`src/pkg/sra_pkg.sv`:
```
// Constants, register map and state types of the service request and acknowledge logic.
package sra_pkg;
  // Request levels, also the level codes held on the service context stack.
  localparam int NUM_LEVELS = 3;
  localparam logic [1:0] LVL_RX = 2'h0;
  localparam logic [1:0] LVL_TX = 2'h1;
  localparam logic [1:0] LVL_MODEM = 2'h2;
  localparam logic [1:0] LVL_NONE = 2'h3;
  localparam int STACK_DEPTH = 3;
  localparam int TYPE_W = 3;
  localparam int CHAN_W = 3;

  // Register byte offsets on the Avalon-MM slave.
  localparam logic [7:0] OFF_CONTROL = 8'h00;
  localparam logic [7:0] OFF_SERVICE_VECTOR = 8'h04;
  localparam logic [7:0] OFF_MATCH_BASE = 8'h08;
  localparam logic [7:0] OFF_ACK_BASE = 8'h14;
  localparam logic [7:0] OFF_END_OF_SERVICE = 8'h20;
  localparam logic [7:0] OFF_CHANNEL_BASE = 8'h24;
  localparam logic [7:0] OFF_SERVICE_STATUS = 8'h30;
  localparam logic [7:0] OFF_CHANNEL_ACCESS = 8'h34;
  localparam logic [7:0] OFF_STRIDE = 8'h04;

  // Field positions.
  localparam int CTRL_AUTOMATIC_PRIORITY_BIT = 0;
  localparam int CHAN_FIELD_LSB = 2;
  localparam int CHAN_FIELD_MSB = 4;
  localparam int STATUS_DEPTH_LSB = 8;

  // Reset values.
  localparam logic [7:0] MATCH_RESET = 8'h00;
  localparam logic [7:0] CHAN_STORE_RESET = 8'h00;
  localparam logic [4:0] VEC_UPPER_RESET = 5'h00;
  localparam logic [2:0] CAR_RESET = 3'h0;

  // Clock periods from the end-of-service write to the request reappearing.
  localparam int EOS_REASSERT_CYCLES = 2;

  // Per-level acknowledge state machine.
  typedef enum logic [1:0] {LVL_IDLE, LVL_REQ_ACTIVE, LVL_PASS_ACK, LVL_KEEP_ACK} sra_lvl_state_t;
  // Bus slave sequencing.
  typedef enum logic [1:0] {BUS_IDLE, BUS_ACK, BUS_DONE} sra_bus_state_t;
endpackage

```
`src/rtl/sra_service_request.sv`:
```
// Service request and acknowledge logic with Avalon-MM registers and context stack.
// Operation
// - each level drives its own request pin
// - auto priority picks level at acknowledge
// - acknowledge address compared with three match values
// - no match means no strobe, no action
// - acknowledge register read acts as acknowledge
// - pending level keeps acknowledge, drives vector
// - vector holds type low, host bits high
// - idle level passes matching acknowledge down chain
// - grant pushes type and channel on stack
// - end-of-service write pops the stack
// - pending request returns two clocks after pop
// - stack holds three contexts
// - stack readable in service status register
// - channel register read masks channel into 4:2
// - without context, channel comes from access register
// - hold request while shared line driven elsewhere
// - ack states held while acknowledge present
//
// The register addresses and the Avalon-MM register port were decided locally.
`timescale 1ns/1ns
module sra_service_request (
  input wire logic ref_clk,
  input wire logic sys_rst,
  input wire logic [7:0] avs_address,
  input wire logic avs_read,
  input wire logic avs_write,
  input wire logic [31:0] avs_writedata,
  input wire logic [3:0] avs_byteenable,
  output logic [31:0] avs_readdata,
  output logic avs_waitrequest,
  input wire logic post_valid,
  input wire logic [1:0] post_level,
  input wire logic [2:0] post_type,
  input wire logic [2:0] post_channel,
  output logic post_ready,
  output logic receive_service_request_n,
  output logic transmit_service_request_n,
  output logic modem_change_request_n,
  input wire logic [2:0] ext_request_n,
  input wire logic chain_ack_in_n,
  input wire logic [7:0] ack_address,
  output logic chain_ack_out_n,
  output logic data_transfer_ack_n,
  output logic [7:0] ack_data,
  output logic [2:0] active_channel
);
  localparam int NL = sra_pkg::NUM_LEVELS;
  localparam int SD = sra_pkg::STACK_DEPTH;

  sra_pkg::sra_bus_state_t bus_reg, bus_next;
  logic [31:0] rdata_reg, rdata_next, rd_val;
  logic [1:0] soft_lvl_reg, soft_lvl_next;
  logic automatic_priority_reg, automatic_priority_next;
  logic [4:0] vec_upper_reg, vec_upper_next;
  logic [7:0] match_reg [NL];
  logic [7:0] match_next [NL];
  logic [7:0] chan_store_reg [NL];
  logic [7:0] chan_store_next [NL];
  logic [2:0] car_reg, car_next;
  logic [NL-1:0] pending_reg, pending_next;
  logic [2:0] pend_type_reg [NL];
  logic [2:0] pend_type_next [NL];
  logic [2:0] pend_chan_reg [NL];
  logic [2:0] pend_chan_next [NL];
  logic [1:0] stk_lvl_reg [SD];
  logic [1:0] stk_lvl_next [SD];
  logic [2:0] stk_type_reg [SD];
  logic [2:0] stk_type_next [SD];
  logic [2:0] stk_chan_reg [SD];
  logic [2:0] stk_chan_next [SD];
  logic [1:0] depth_reg, depth_next, d;
  logic [7:0] ack_data_reg, ack_data_next;
  logic data_transfer_ack_n_n_reg, data_transfer_ack_n_n_next;
  logic [NL-1:0] match_hit, ack_hit, chan_hit, addr_match, raw_match, eff_match;
  logic [NL-1:0] req_n, grant, in_req, passing, keeping, internal_req, in_service;
  logic [1:0] hit_idx, top_idx, grant_lvl;
  logic [2:0] top_type, grant_type;
  logic [7:0] vec_now;
  logic hw_ack, soft_ack, ack_active, eos_pop, any_hold;

  // Address decode of the per-level register groups.
  always_comb begin
    match_hit = '0;
    ack_hit = '0;
    chan_hit = '0;
    hit_idx = 2'h0;
    for (int l = 0; l < NL; l++) begin
      match_hit[l] = (avs_address == sra_pkg::OFF_MATCH_BASE + 8'(l * 4));
      ack_hit[l] = (avs_address == sra_pkg::OFF_ACK_BASE + 8'(l * 4));
      chan_hit[l] = (avs_address == sra_pkg::OFF_CHANNEL_BASE + 8'(l * 4));
      if (match_hit[l] || ack_hit[l] || chan_hit[l]) begin
        hit_idx = 2'(l);
      end
    end
  end

  // Stack top, active channel and the vector now on offer.
  always_comb begin
    top_idx = depth_reg - 2'h1;
    top_type = (depth_reg != 2'h0) ? stk_type_reg[top_idx] : 3'h0;
    active_channel = (depth_reg != 2'h0) ? stk_chan_reg[top_idx] : car_reg;
    vec_now = {vec_upper_reg, top_type};
    in_service = '0;
    for (int i = 0; i < SD; i++) begin
      if (2'(i) < depth_reg) begin
        in_service[stk_lvl_reg[i]] = 1'b1;
      end
    end
  end

  // Acknowledge sources and the level that each acknowledge selects.
  always_comb begin
    hw_ack = !chain_ack_in_n;
    soft_ack = (bus_reg == sra_pkg::BUS_ACK);
    ack_active = hw_ack || soft_ack;
    any_hold = (passing != '0) || (keeping != '0);
    for (int l = 0; l < NL; l++) begin
      addr_match[l] = (ack_address == match_reg[l]);
      internal_req[l] = pending_reg[l] && !in_service[l];
    end
    raw_match = soft_ack ? (3'h1 << soft_lvl_reg) : (hw_ack ? addr_match : 3'h0);
    eff_match = raw_match;
    if (automatic_priority_reg && raw_match != '0 && in_req != '0) begin
      if (in_req[0]) begin
        eff_match = 3'h1;
      end else if (in_req[1]) begin
        eff_match = 3'h2;
      end else begin
        eff_match = 3'h4;
      end
    end
    if (any_hold) begin
      eff_match = '0;
    end
    grant_lvl = grant[0] ? 2'h0 : (grant[1] ? 2'h1 : 2'h2);
    grant_type = pend_type_reg[grant_lvl];
  end

  genvar g;
  generate
    for (g = 0; g < NL; g++) begin : gen_level
      sra_level_fsm u_level (
        .ref_clk(ref_clk),
        .sys_rst(sys_rst),
        .internal_req(internal_req[g]),
        .ack_active(ack_active),
        .match(eff_match[g]),
        .ext_req_n(ext_request_n[g]),
        .request_n(req_n[g]),
        .grant(grant[g]),
        .in_request(in_req[g]),
        .passing(passing[g]),
        .keeping(keeping[g])
      );
    end
  endgenerate

  // Register read multiplexer.
  always_comb begin
    rd_val = 32'h0;
    if (avs_address == sra_pkg::OFF_CONTROL) begin
      rd_val[sra_pkg::CTRL_AUTOMATIC_PRIORITY_BIT] = automatic_priority_reg;
    end else if (avs_address == sra_pkg::OFF_SERVICE_VECTOR) begin
      rd_val[7:0] = vec_now;
    end else if (match_hit != '0) begin
      rd_val[7:0] = match_reg[hit_idx];
    end else if (chan_hit != '0) begin
      rd_val[7:0] = chan_store_reg[hit_idx];
      rd_val[sra_pkg::CHAN_FIELD_MSB:sra_pkg::CHAN_FIELD_LSB] = active_channel;
    end else if (avs_address == sra_pkg::OFF_SERVICE_STATUS) begin
      for (int i = 0; i < SD; i++) begin
        rd_val[2*i +: 2] = (2'(i) < depth_reg) ? stk_lvl_reg[i] : sra_pkg::LVL_NONE;
      end
      rd_val[sra_pkg::STATUS_DEPTH_LSB +: 2] = depth_reg;
    end else if (avs_address == sra_pkg::OFF_CHANNEL_ACCESS) begin
      rd_val[2:0] = car_reg;
    end
  end

  // Bus sequencing, register writes, posting, stack and acknowledge answer.
  always_comb begin
    bus_next = bus_reg;
    rdata_next = rdata_reg;
    soft_lvl_next = soft_lvl_reg;
    automatic_priority_next = automatic_priority_reg;
    vec_upper_next = vec_upper_reg;
    match_next = match_reg;
    chan_store_next = chan_store_reg;
    car_next = car_reg;
    pending_next = pending_reg;
    pend_type_next = pend_type_reg;
    pend_chan_next = pend_chan_reg;
    stk_lvl_next = stk_lvl_reg;
    stk_type_next = stk_type_reg;
    stk_chan_next = stk_chan_reg;
    eos_pop = 1'b0;
    case (bus_reg)
      sra_pkg::BUS_IDLE: begin
        if (avs_read && ack_hit != '0) begin
          bus_next = sra_pkg::BUS_ACK;
          soft_lvl_next = hit_idx;
        end else if (avs_read || avs_write) begin
          bus_next = sra_pkg::BUS_DONE;
          rdata_next = rd_val;
        end
      end
      sra_pkg::BUS_ACK: begin
        bus_next = sra_pkg::BUS_DONE;
        rdata_next = (grant != '0) ? {24'h0, vec_upper_reg, pend_type_reg[grant_lvl]} : 32'h0;
      end
      sra_pkg::BUS_DONE: begin
        bus_next = sra_pkg::BUS_IDLE;
        if (avs_write && avs_byteenable[0]) begin
          if (avs_address == sra_pkg::OFF_CONTROL) begin
            automatic_priority_next = avs_writedata[sra_pkg::CTRL_AUTOMATIC_PRIORITY_BIT];
          end else if (avs_address == sra_pkg::OFF_SERVICE_VECTOR) begin
            vec_upper_next = avs_writedata[7:3];
          end else if (match_hit != '0) begin
            match_next[hit_idx] = avs_writedata[7:0];
          end else if (chan_hit != '0) begin
            chan_store_next[hit_idx] = avs_writedata[7:0];
          end else if (avs_address == sra_pkg::OFF_END_OF_SERVICE) begin
            eos_pop = 1'b1;
          end else if (avs_address == sra_pkg::OFF_CHANNEL_ACCESS) begin
            car_next = avs_writedata[2:0];
          end
        end
      end
      default: begin
        bus_next = sra_pkg::BUS_IDLE;
      end
    endcase
    if (post_valid && post_ready) begin
      pending_next[post_level] = 1'b1;
      pend_type_next[post_level] = post_type;
      pend_chan_next[post_level] = post_channel;
    end
    d = depth_reg;
    if (eos_pop && d != 2'h0) begin
      d = d - 2'h1;
    end
    if (grant != '0 && d != 2'(SD)) begin
      stk_lvl_next[d] = grant_lvl;
      stk_type_next[d] = pend_type_reg[grant_lvl];
      stk_chan_next[d] = pend_chan_reg[grant_lvl];
      pending_next[grant_lvl] = 1'b0;
      d = d + 2'h1;
    end
    depth_next = d;
    // vector onto the acknowledge data bus
    ack_data_next = vec_now;
    // strobe only for a kept level
    data_transfer_ack_n_n_next = !(hw_ack && keeping != '0);
  end

  // Registers of the slave, the posted requests and the stack.
  always_ff @(posedge ref_clk) begin
    if (sys_rst) begin
      bus_reg <= sra_pkg::BUS_IDLE;
      rdata_reg <= 32'h0;
      soft_lvl_reg <= 2'h0;
      automatic_priority_reg <= 1'b0;
      vec_upper_reg <= sra_pkg::VEC_UPPER_RESET;
      car_reg <= sra_pkg::CAR_RESET;
      pending_reg <= '0;
      depth_reg <= 2'h0;
      ack_data_reg <= 8'h00;
      data_transfer_ack_n_n_reg <= 1'b1;
      for (int l = 0; l < NL; l++) begin
        match_reg[l] <= sra_pkg::MATCH_RESET;
        chan_store_reg[l] <= sra_pkg::CHAN_STORE_RESET;
        pend_type_reg[l] <= 3'h0;
        pend_chan_reg[l] <= 3'h0;
      end
      for (int i = 0; i < SD; i++) begin
        stk_lvl_reg[i] <= 2'h0;
        stk_type_reg[i] <= 3'h0;
        stk_chan_reg[i] <= 3'h0;
      end
    end else begin
      bus_reg <= bus_next;
      rdata_reg <= rdata_next;
      soft_lvl_reg <= soft_lvl_next;
      automatic_priority_reg <= automatic_priority_next;
      vec_upper_reg <= vec_upper_next;
      car_reg <= car_next;
      pending_reg <= pending_next;
      depth_reg <= depth_next;
      ack_data_reg <= ack_data_next;
      data_transfer_ack_n_n_reg <= data_transfer_ack_n_n_next;
      match_reg <= match_next;
      chan_store_reg <= chan_store_next;
      pend_type_reg <= pend_type_next;
      pend_chan_reg <= pend_chan_next;
      stk_lvl_reg <= stk_lvl_next;
      stk_type_reg <= stk_type_next;
      stk_chan_reg <= stk_chan_next;
    end
  end

  // Output pins; the chain output is held off while any level keeps.
  assign avs_waitrequest = (bus_reg != sra_pkg::BUS_DONE);
  assign avs_readdata = rdata_reg;
  assign post_ready = (post_level != sra_pkg::LVL_NONE) && !pending_reg[post_level];
  assign receive_service_request_n = req_n[sra_pkg::LVL_RX];
  assign transmit_service_request_n = req_n[sra_pkg::LVL_TX];
  assign modem_change_request_n = req_n[sra_pkg::LVL_MODEM];
  assign chain_ack_out_n = !((passing != '0) && (keeping == '0));
  assign data_transfer_ack_n = data_transfer_ack_n_n_reg;
  assign ack_data = ack_data_reg;

  chk_eos_reassert: assert property (@(posedge ref_clk) disable iff (sys_rst)
    (eos_pop && depth_reg == 2'h1 && pending_reg == 3'h1 && in_req == '0 && chain_ack_in_n)
    |-> ##(sra_pkg::EOS_REASSERT_CYCLES + 1) !req_n[0]) else $error("request not back two clocks after pop");
  chk_push_record: assert property (@(posedge ref_clk) disable iff (sys_rst)
    (grant != '0 && !eos_pop) |=> depth_reg == $past(depth_reg) + 2'h1
    && stk_lvl_reg[depth_reg - 2'h1] == $past(grant_lvl)) else $error("grant not pushed on stack");
  chk_vector_out: assert property (@(posedge ref_clk) disable iff (sys_rst)
    (grant != '0 && !eos_pop) |=> ##1 ack_data == {vec_upper_reg, $past(grant_type, 2)})
    else $error("wrong vector on ack data");
  chk_no_match_quiet: assert property (@(posedge ref_clk) disable iff (sys_rst)
    (hw_ack && addr_match == '0 && !any_hold && bus_reg != sra_pkg::BUS_ACK && !automatic_priority_reg)
    |=> data_transfer_ack_n && chain_ack_out_n) else $error("unmatched acknowledge answered");
  chk_chan_readback: assert property (@(posedge ref_clk) disable iff (sys_rst)
    (bus_reg == sra_pkg::BUS_IDLE && avs_read && chan_hit != '0)
    |=> avs_readdata[4:2] == $past(active_channel)) else $error("channel field not masked in");
  chk_automatic_priority_pick: assert property (@(posedge ref_clk) disable iff (sys_rst)
    (automatic_priority_reg && hw_ack && addr_match != '0 && in_req != '0 && !any_hold)
    |=> ($past(in_req[0]) ? keeping[0] : ($past(in_req[1]) ? keeping[1] : keeping[2])))
    else $error("highest priority level not chosen");
  cov_nested_three: cover property (@(posedge ref_clk) depth_reg == 2'h3);
  cov_chain_pass: cover property (@(posedge ref_clk) !chain_ack_out_n);
  cov_soft_grant: cover property (@(posedge ref_clk) soft_ack && grant != '0);
endmodule

```
`src/rtl/sra_level_fsm.sv`:
```
// One service request level: request, pass or keep of an acknowledge, and the shared-line hold.
`timescale 1ns/1ns
module sra_level_fsm (
  input wire logic ref_clk,
  input wire logic sys_rst,
  input wire logic internal_req,
  input wire logic ack_active,
  input wire logic match,
  input wire logic ext_req_n,
  output logic request_n,
  output logic grant,
  output logic in_request,
  output logic passing,
  output logic keeping
);
  sra_pkg::sra_lvl_state_t state_reg, state_next;
  logic block_reg, block_next;
  logic req_n_reg, req_n_next;

  // Next state of the level machine and of the hold on the shared request line.
  always_comb begin
    state_next = state_reg;
    block_next = block_reg;
    if (block_reg && ext_req_n) begin
      block_next = 1'b0;
    end
    case (state_reg)
      sra_pkg::LVL_IDLE: begin
        if (internal_req && !block_reg) begin
          state_next = sra_pkg::LVL_REQ_ACTIVE;
        end else if (ack_active && match) begin
          state_next = sra_pkg::LVL_PASS_ACK;
        end
      end
      sra_pkg::LVL_REQ_ACTIVE: begin
        if (ack_active && match) begin
          state_next = sra_pkg::LVL_KEEP_ACK;
        end
      end
      sra_pkg::LVL_PASS_ACK: begin
        if (!ack_active) begin
          state_next = sra_pkg::LVL_IDLE;
        end
      end
      sra_pkg::LVL_KEEP_ACK: begin
        if (!ack_active) begin
          state_next = sra_pkg::LVL_IDLE;
          // hold while line driven elsewhere
          // The shared line is low only because of another device once our own pin is high.
          if (!ext_req_n && req_n_reg) begin
            block_next = 1'b1;
          end
        end
      end
      default: begin
        state_next = sra_pkg::LVL_IDLE;
      end
    endcase
    req_n_next = (state_reg != sra_pkg::LVL_REQ_ACTIVE);
  end

  // Registers of the level machine.
  always_ff @(posedge ref_clk) begin
    if (sys_rst) begin
      state_reg <= sra_pkg::LVL_IDLE;
      block_reg <= 1'b0;
      req_n_reg <= 1'b1;
    end else begin
      state_reg <= state_next;
      block_reg <= block_next;
      req_n_reg <= req_n_next;
    end
  end

  assign request_n = req_n_reg;
  assign grant = (state_reg == sra_pkg::LVL_REQ_ACTIVE) && ack_active && match;
  assign in_request = (state_reg == sra_pkg::LVL_REQ_ACTIVE);
  assign passing = (state_reg == sra_pkg::LVL_PASS_ACK);
  assign keeping = (state_reg == sra_pkg::LVL_KEEP_ACK);

  chk_request_pin: assert property (@(posedge ref_clk) disable iff (sys_rst)
    in_request |=> !request_n) else $error("request pin not asserted in request state");
  chk_keep_negates: assert property (@(posedge ref_clk) disable iff (sys_rst)
    grant |=> keeping ##1 request_n) else $error("grant did not keep and negate request");
  chk_pass_on_match: assert property (@(posedge ref_clk) disable iff (sys_rst)
    (state_reg == sra_pkg::LVL_IDLE && !internal_req && ack_active && match) |=> passing)
    else $error("idle level did not pass matching acknowledge");
  chk_idle_no_match: assert property (@(posedge ref_clk) disable iff (sys_rst)
    (state_reg == sra_pkg::LVL_IDLE && !internal_req && !match) |=> !passing && !keeping)
    else $error("idle level acted without a match");
  chk_hold_while_ack: assert property (@(posedge ref_clk) disable iff (sys_rst)
    ((passing || keeping) && ack_active) |=> $stable(state_reg)) else $error("left ack state early");
  chk_shared_hold: assert property (@(posedge ref_clk) disable iff (sys_rst)
    (keeping && !ack_active && !ext_req_n && request_n) |=> (state_reg == sra_pkg::LVL_IDLE) ##1 !in_request)
    else $error("request reasserted while shared line active");
endmodule

```
`config.mk`:
```
export PLATFORM = sky130hd
export DESIGN_NAME = sra_service_request
export DESIGN_NICKNAME = d
export VERILOG_FILES = /design/src/pkg/sra_pkg.sv /design/src/rtl/sra_service_request.sv /design/src/rtl/sra_level_fsm.sv
export SDC_FILE = /design/constraint.sdc
export NUM_CORES = 1
export LEC_CHECK = 0
export ABC_CLOCK_PERIOD_IN_PS = 3400
export BUFFER_PORTS_ARGS = -buffer_cell sky130_fd_sc_hd__buf_4
export CAP_MARGIN = 20
export CORE_MARGIN = 5
export CORE_UTILIZATION = 50
export CTS_BUF_LIST = sky130_fd_sc_hd__clkbuf_16
export DETAILED_ROUTE_END_ITERATION = 8
export PLACE_DENSITY = 0.73
export SLEW_MARGIN = 10
export SYNTH_ARGS = -nofsm -noshare
export SYNTH_HDL_FRONTEND = slang
export SYNTH_SLANG_ARGS = --single-unit
```
`constraint.sdc`:
```
create_clock -name ref_clk -period 3.4 [get_ports ref_clk]
set_input_delay 0.17 -clock ref_clk [delete_from_list [all_inputs] [get_ports ref_clk]]
set_output_delay 0.17 -clock ref_clk [all_outputs]
set_load 0.02 [all_outputs]
```
# Yosys cells after proc, flatten, opt, wreduce, memory -nomap -nowiden
# Cells that the tools add are included.
# totals
ff_bits	161
input_bits	69
out_inout_bits	50
elab_cells	331
# classes
addsub	2
n_lt_le_gt_ge	21
n_eq_ne	45
shifts	1
n_mux	119
bitwise	15
reduce_logical	88
# op_table
cell	count
$mux 3	26
$mux 32	2
$mux 8	8
$pmux 32 s2	1
$mux 2	26
$bwmux 24	2
$eq 8x6->1 const B	6
$logic_and 1x1->1	39
$bwmux 9	4
$bmux 8 s2	2
$eq 8x5->1 const B	4
$mux 1	27
$bmux 3 s2	4
$eq 8x8->1	3
$reduce_bool 3->1	8
$ne 2x2->1 const B	11
$pmux 2 s3	3
$demux 8 s2	1
$eq 8x4->1 const B	2
$ge 3x3->1 const B	5
$lt 2x3->1 const B	5
$not 2->3	5
$reduce_and 3->1	5
$eq 2x2->1 const B	7
other kinds (36)	85

# Depth between registers and ports, before layout
# depth
ltp_word	18
depth_mapped	12

# Modules after synthesis
# From an unflattened synthesis, not the netlist that was laid out.
# hier_totals
cells_unflattened	801
hier_area_um2	6960.4
# by_module_without_submodules
module	instances	cells_per_inst	area_per_inst_um2	seq_area_each_um2
sra_service_request	1	744	6431.2	2362.3
sra_level_fsm	3	19	176.4	80.1

# Least setup slack after synthesis
# OpenSTA, ideal clock, no wires.
# synth_path
kind	register to register
start	reg depth_reg[0]
end	reg rdata_reg[3], in the netlist avs_readdata[3]
setup_time_ns	0.117
arrival_time_ns	2.597
path_slack_ns	0.686
path_stages_with_launch	11
path_buffers	1
cell_sequence	dfxtp_1 -> inv_1 -> ha_1 -> clkbuf_1 -> mux2_2 -> a221oi_1 -> a21oi_1 -> a221o_1 -> o221a_2 -> a21oi_1 -> o21ai_1
# synth_via
elab_chain_cells	13
# synth_lines
element	line	rtl
from (decl)	sra_service_request.sv:73	logic [1:0] depth_reg, depth_next, d;
from (signal assigned)	sra_service_request.sv:290	depth_reg <= depth_next;
$sub 2x1->2	sra_service_request.sv:101	top_idx = depth_reg - 2'h1;
$not 2->3 (not written as such)	sra_service_request.sv:103	active_channel = (depth_reg != 2'h0) ? stk_chan_reg[top_idx] : car_reg;
$bmux 3 s2	sra_service_request.sv:103	
$mux 3 (not written as such) (2 in a row)	sra_service_request.sv:103	
$mux 3 (*)	sra_service_request.sv:103	
named net active_channel[1]	sra_service_request.sv:47	output logic [2:0] active_channel
$mux 6 (*)	sra_service_request.sv:169	end else if (chan_hit != '0) begin
$mux 8 (*)	sra_service_request.sv:167	end else if (match_hit != '0) begin
$mux 8 (*)	sra_service_request.sv:165	end else if (avs_address == sra_pkg::OFF_SERVICE_VECTOR) begin
$mux 9 (*)	sra_service_request.sv:163	if (avs_address == sra_pkg::OFF_CONTROL) begin
$mux 32 (*)	sra_service_request.sv:204	end else if (avs_read || avs_write) begin
$mux 32 (*)	sra_service_request.sv:201	if (avs_read && ack_hit != '0) begin
$pmux 32 s2 (*)	sra_service_request.sv:199	case (bus_reg)
to (signal assigned)	sra_service_request.sv:284	rdata_reg <= rdata_next;
to (decl)	sra_service_request.sv:53	logic [31:0] rdata_reg, rdata_next, rd_val;
# The timed path passes the listed nets; every way through them passes the cells marked *. The select of a mux whose other input is x is not followed.
# A chain may end at the register's enable or synchronous reset.

# Final worst setup path
# layout_path
start	reg bus_reg[0]
end	reg stk_type_reg[2] in the netlist's numbering
# layout_via
elab_chain_cells	15
# layout_lines
element	line	rtl
from (decl)	sra_service_request.sv:52	sra_pkg::sra_bus_state_t bus_reg, bus_next;
from (signal assigned)	sra_service_request.sv:261	bus_reg <= sra_pkg::BUS_IDLE;
from (signal assigned)	sra_service_request.sv:283	bus_reg <= bus_next;
$eq 2x1->1	sra_service_request.sv:116	soft_ack = (bus_reg == sra_pkg::BUS_ACK);
$mux 3	sra_service_request.sv:123	raw_match = soft_ack ? (3'h1 << soft_lvl_reg) : (hw_ack ? addr_match : 3'h0);
$reduce_bool 3->1	sra_service_request.sv:125	if (automatic_priority_reg && raw_match != '0 && in_req != '0) begin
$logic_and 1x1->1 (2 in a row)	sra_service_request.sv:125	
$mux 3	sra_service_request.sv:125	
$mux 3	sra_service_request.sv:134	if (any_hold) begin
$logic_and 1x1->1	sra_level_fsm.sv:76	assign grant = (state_reg == sra_pkg::LVL_REQ_ACTIVE) && ack_active && match;
$mux 2 (2 in a row)	sra_service_request.sv:137	grant_lvl = grant[0] ? 2'h0 : (grant[1] ? 2'h1 : 2'h2);
$not 2->3 (not written as such)	sra_service_request.sv:246	stk_type_next[d] = pend_type_reg[grant_lvl];
$bmux 3 s2	sra_service_request.sv:246	
$mux 3 (not written as such) (2 in a row)	sra_service_request.sv:246	
$bwmux 9	sra_service_request.sv:246	
to (signal assigned)	sra_service_request.sv:298	stk_type_reg <= stk_type_next;
to (decl)	sra_service_request.sv:69	logic [2:0] stk_type_reg [SD];
# Several ways; a longest one is shown, not always the timed one. The select of a mux whose other input is x is not followed.

==> reports/results.txt <==
The flow ran to the end, and the final reports show no timing, DRC or antenna violations. In this run the biggest area consumer among cell types represents 38.36% of the synthesized area. 119 I/O pins were placed. The max-slew violation total from the final report was 0; the maximum single-stage delay on the critical path was 0.47 ns.

The logs give 516 for the starting DRC count in detailed routing and 0 for the remaining antenna violation count after routing. The cell with the largest stage delay on the worst path was sky130_fd_sc_hd__mux2i_1. Count of maximum capacitance violations: 0.

The maximum number of pins on one net before global-route repair was 88; the biggest fanout along the worst timing path was 7. The number of failing hold endpoints at the final stage was 0; the leakage power was 3.270 nW. In the layout the commonest cells are 130 x sky130_fd_sc_hd__dfxtp_1, 122 x sky130_fd_sc_hd__nor2_1, 80 x sky130_fd_sc_hd__buf_4, 75 x sky130_fd_sc_hd__mux2i_1, 37 x sky130_fd_sc_hd__nand2_1. After floorplanning, the core was sized to cover 13300 um^2.

Setup repair after global routing left no endpoint under its margin. Global routing used 23.16% of the available tracks across all layers. TritonCTS built the clock tree. The capturing element type of the critical path was a flip-flop. The die covers 16000 um^2.

The biggest area contributor in the post-synthesis netlist is sky130_fd_sc_hd__dfxtp_1. Setup violations remaining at the end of the flow were counted as 0. The final clock period utilization by the worst path is 90.90%.

Peak clock frequency supported by timing: 0.3236 GHz. The post-synthesis average cell area is 8.938 um^2, and the worst path buffer plus inverter count is 1. For the number of gates given a new drive strength after cts, the log shows 0.

For the effective utilization at floorplan, the log shows 51.03%. In the post-synthesis netlist, the biggest area contributors are sky130_fd_sc_hd__dfxtp_1 38%, sky130_fd_sc_hd__mux2i_1 11%, sky130_fd_sc_hd__nor2_1 6.8%. Net total in the final layout: 903. After synthesis the netlist holds a flip-flop and latch count of 130. The routed layout has 5922 vias.

The logs give 0 for the initial antenna violation count and 13.44 mm for the placed wire-length estimate after detailed placement. Walking the worst path, the cells encountered are nor2b_1 -> buf_4 -> o21ai_4 -> a211oi_1 -> o21a_1 -> mux2_1 -> mux2i_1 -> o22ai_1. The tools report the CTS buffer count as 17. The flip-flop count of the largest register after layout is 24, and the headroom to the max-slew limit is 42.79%. The synthesized design contains 0 enable-type register cells. Among all flip-flop cells after synthesis, the most frequent one is sky130_fd_sc_hd__dfxtp_1. The number of remaining DRC errors was 0. The clock latency on the worst-skew pair is 0.43 ns.

The setup total negative slack was 0 ns. The critical path is of the flip-flop to flip-flop type. The path class of the tightest hold or removal check is input pin to flip-flop.

For the worst setup path, the data required time is 3.68 ns. The floorplan row count is 42, and the transition time of the tightest slew-check pin is 0.8582 ns. The share of the Yosys chip area taken by registers is 38.36%. The worst setup path is launched from a flip-flop.

The root buffer cell chosen for the clock tree is sky130_fd_sc_hd__clkbuf_16. The run gives 8075 um^2 as the area of all placed cells without fillers. For the first-pass detailed-route iteration total, the log shows 6.

On the critical path the largest part of the delay comes from compound AO/OA/AOI/OAI gates. The run gives 0.3933 mV as the maximum resistive drop on vdd. The clock passes through at most 2 buffers. The clock-pin slew of the registers on the worst-case setup and hold paths was 0.06 ns. The H-tree generated during clock tree synthesis spans 4 levels.

The total overflow left after global routing is 0. The layout-stage area growth over the synthesis result is 19.03%, and the number of port buffers is 69. Share of post-route cells with drive strength above 1: 18.81%.

The library cell used most frequently in the layout, excluding fill and tap cells, is sky130_fd_sc_hd__dfxtp_1. The via-per-instance ratio is 5.829, and the CTS sink count is 130. Summing all placed instances gives a cell area of 7353 um^2.

Dividing the detail-routed wire length by the instance count gives 18.41 um. The wire length of the first global-routing pass is 29.76 mm. Post-route total power: 3.888 mW. Subtracting the final worst setup slack from the clock period gives 3.090 ns.

Power per cell area: 481.5 nW/um^2. The die width came out at 126.5 um. The run gives 18.70 mm as the final wirelength.

For the worst setup path, the data arrival time is 3.37 ns. The vertical extent of the die came out at 126.5 um. Between clock sinks in the finished design, the worst skew comes to 0.006383 ns. Number of distinct standard cells referenced by the synthesized netlist: 82.

The tools report the via count of the first global-routing pass as 5934. Final RePlAce weighted congestion: 0.9658. The total inserted antenna cells was 0; the number of synthesis warnings was 0.

Summing every instance area after synthesis gives 6784 um^2. For this run, asynchronously set or reset flops after synthesis account for 0%. The cell count after synthesis came out at 759.
-- area by class of cell --
type | count | area (um^2)
inverter | 16 | 60.06
timing repair buffer | 85 | 650.6
clock inverter | 15 | 239.0
tap | 176 | 220.2
fill | 1139 | 5220
sequential | 130 | 2603
multi-input combinational | 577 | 3877
clock buffer | 17 | 425.4
-- where the power goes --
part           internal, mW  switching [mW]  total [mW]
sequential             1.54          0.0158        1.56
combinational         0.105           0.170       0.275
clock                  1.37           0.687        2.05
total                  3.02           0.873        3.89
-- stage by stage --
step,setup slack (ns),utilization [%],hold WS (ns),std cells
after floorplan,0.6864,-,0.2493,780
after global placement,0.5028,55.31,0.3369,978
after detailed placement,0.4171,55.31,0.3417,978
after CTS,0.3823,60.68,0.003501,1015
after global routing,0.1398,60.74,0.01439,1016
final,0.3095,60.74,0.006988,1016
-- timing repair --
item / 4_1_cts / 5_1_grt
buffers inserted: 0 / 0
hold endpoints to repair: 5 / 0
hold buffers: 5 / 0
-- final timing paths --
| path | start | cells after the start | slack, ns | end |
|---|---|---|---|---|
| max | bus_reg[0] | 8 | 0.31 | stk_type_reg[2] |
| min | post_channel[1] | 3 | 0.007 | pend_chan_reg[7] |
| max reg2reg | bus_reg[0] | 8 | 0.31 | stk_type_reg[2] |
| min reg2reg | avs_readdata[4] | 2 | 0.46 | avs_readdata[4] |
-- cell families after synthesis --
family	share of synthesized area, %
other	0.05528
AND/OR/NAND/NOR	21.84
XOR/XNOR	3.615
buffers and inverters	5.644
AO/OA/AOI/OAI	16.64
flip-flops	38.36
adder cells (fa/ha/maj)	1.291
multiplexers	12.56
-- synth_stat cells, types with 5 or more instances --
| master | count |
|---|---|
| sky130_fd_sc_hd__a21oi_1 | 33 |
| sky130_fd_sc_hd__a221o_1 | 5 |
| sky130_fd_sc_hd__and2_1 | 5 |
| sky130_fd_sc_hd__buf_2 | 6 |
| sky130_fd_sc_hd__buf_4 | 23 |
| sky130_fd_sc_hd__clkbuf_1 | 26 |
| sky130_fd_sc_hd__dfxtp_1 | 130 |
| sky130_fd_sc_hd__ha_1 | 7 |
| sky130_fd_sc_hd__inv_1 | 15 |
| sky130_fd_sc_hd__mux2_2 | 7 |
| sky130_fd_sc_hd__mux2i_1 | 75 |
| sky130_fd_sc_hd__nand2_1 | 37 |
| sky130_fd_sc_hd__nand2b_1 | 32 |
| sky130_fd_sc_hd__nand3_1 | 14 |
| sky130_fd_sc_hd__nand4_1 | 5 |
| sky130_fd_sc_hd__nor2_1 | 122 |
| sky130_fd_sc_hd__nor2b_1 | 19 |
| sky130_fd_sc_hd__nor3_1 | 15 |
| sky130_fd_sc_hd__o21ai_0 | 9 |
| sky130_fd_sc_hd__o22ai_1 | 25 |
| sky130_fd_sc_hd__or2_2 | 5 |
| sky130_fd_sc_hd__xnor2_1 | 11 |
| sky130_fd_sc_hd__xor2_1 | 17 |
-- metal layers --
| metal | share of wire, % | wire [um] | vias up | global-route usage, % |
|---|---|---|---|---|
| met5 | 0 | 0 | - | 0 |
| met4 | 2.4 | 442 | 0 | 9.274 |
| met3 | 8.2 | 1528 | 42 | 6.305 |
| met1 | 43 | 7997 | 2862 | 29.93 |
| li1 | - | - | 2778 | - |
| met2 | 47 | 8732 | 240 | 36.80 |
-- worst reg2reg max path, stage by stage, from the launching register on --
cell and delay, ns:
sky130_fd_sc_hd__dfxtp_1 0.42, sky130_fd_sc_hd__nor2b_1 0.41, sky130_fd_sc_hd__buf_4 0.23, sky130_fd_sc_hd__o21ai_4 0.07
sky130_fd_sc_hd__a211oi_1 0.34, sky130_fd_sc_hd__o21a_1 0.46, sky130_fd_sc_hd__mux2_1 0.36, sky130_fd_sc_hd__mux2i_1 0.47
sky130_fd_sc_hd__o22ai_1 0.17
(Power assumes the default switching activity.)
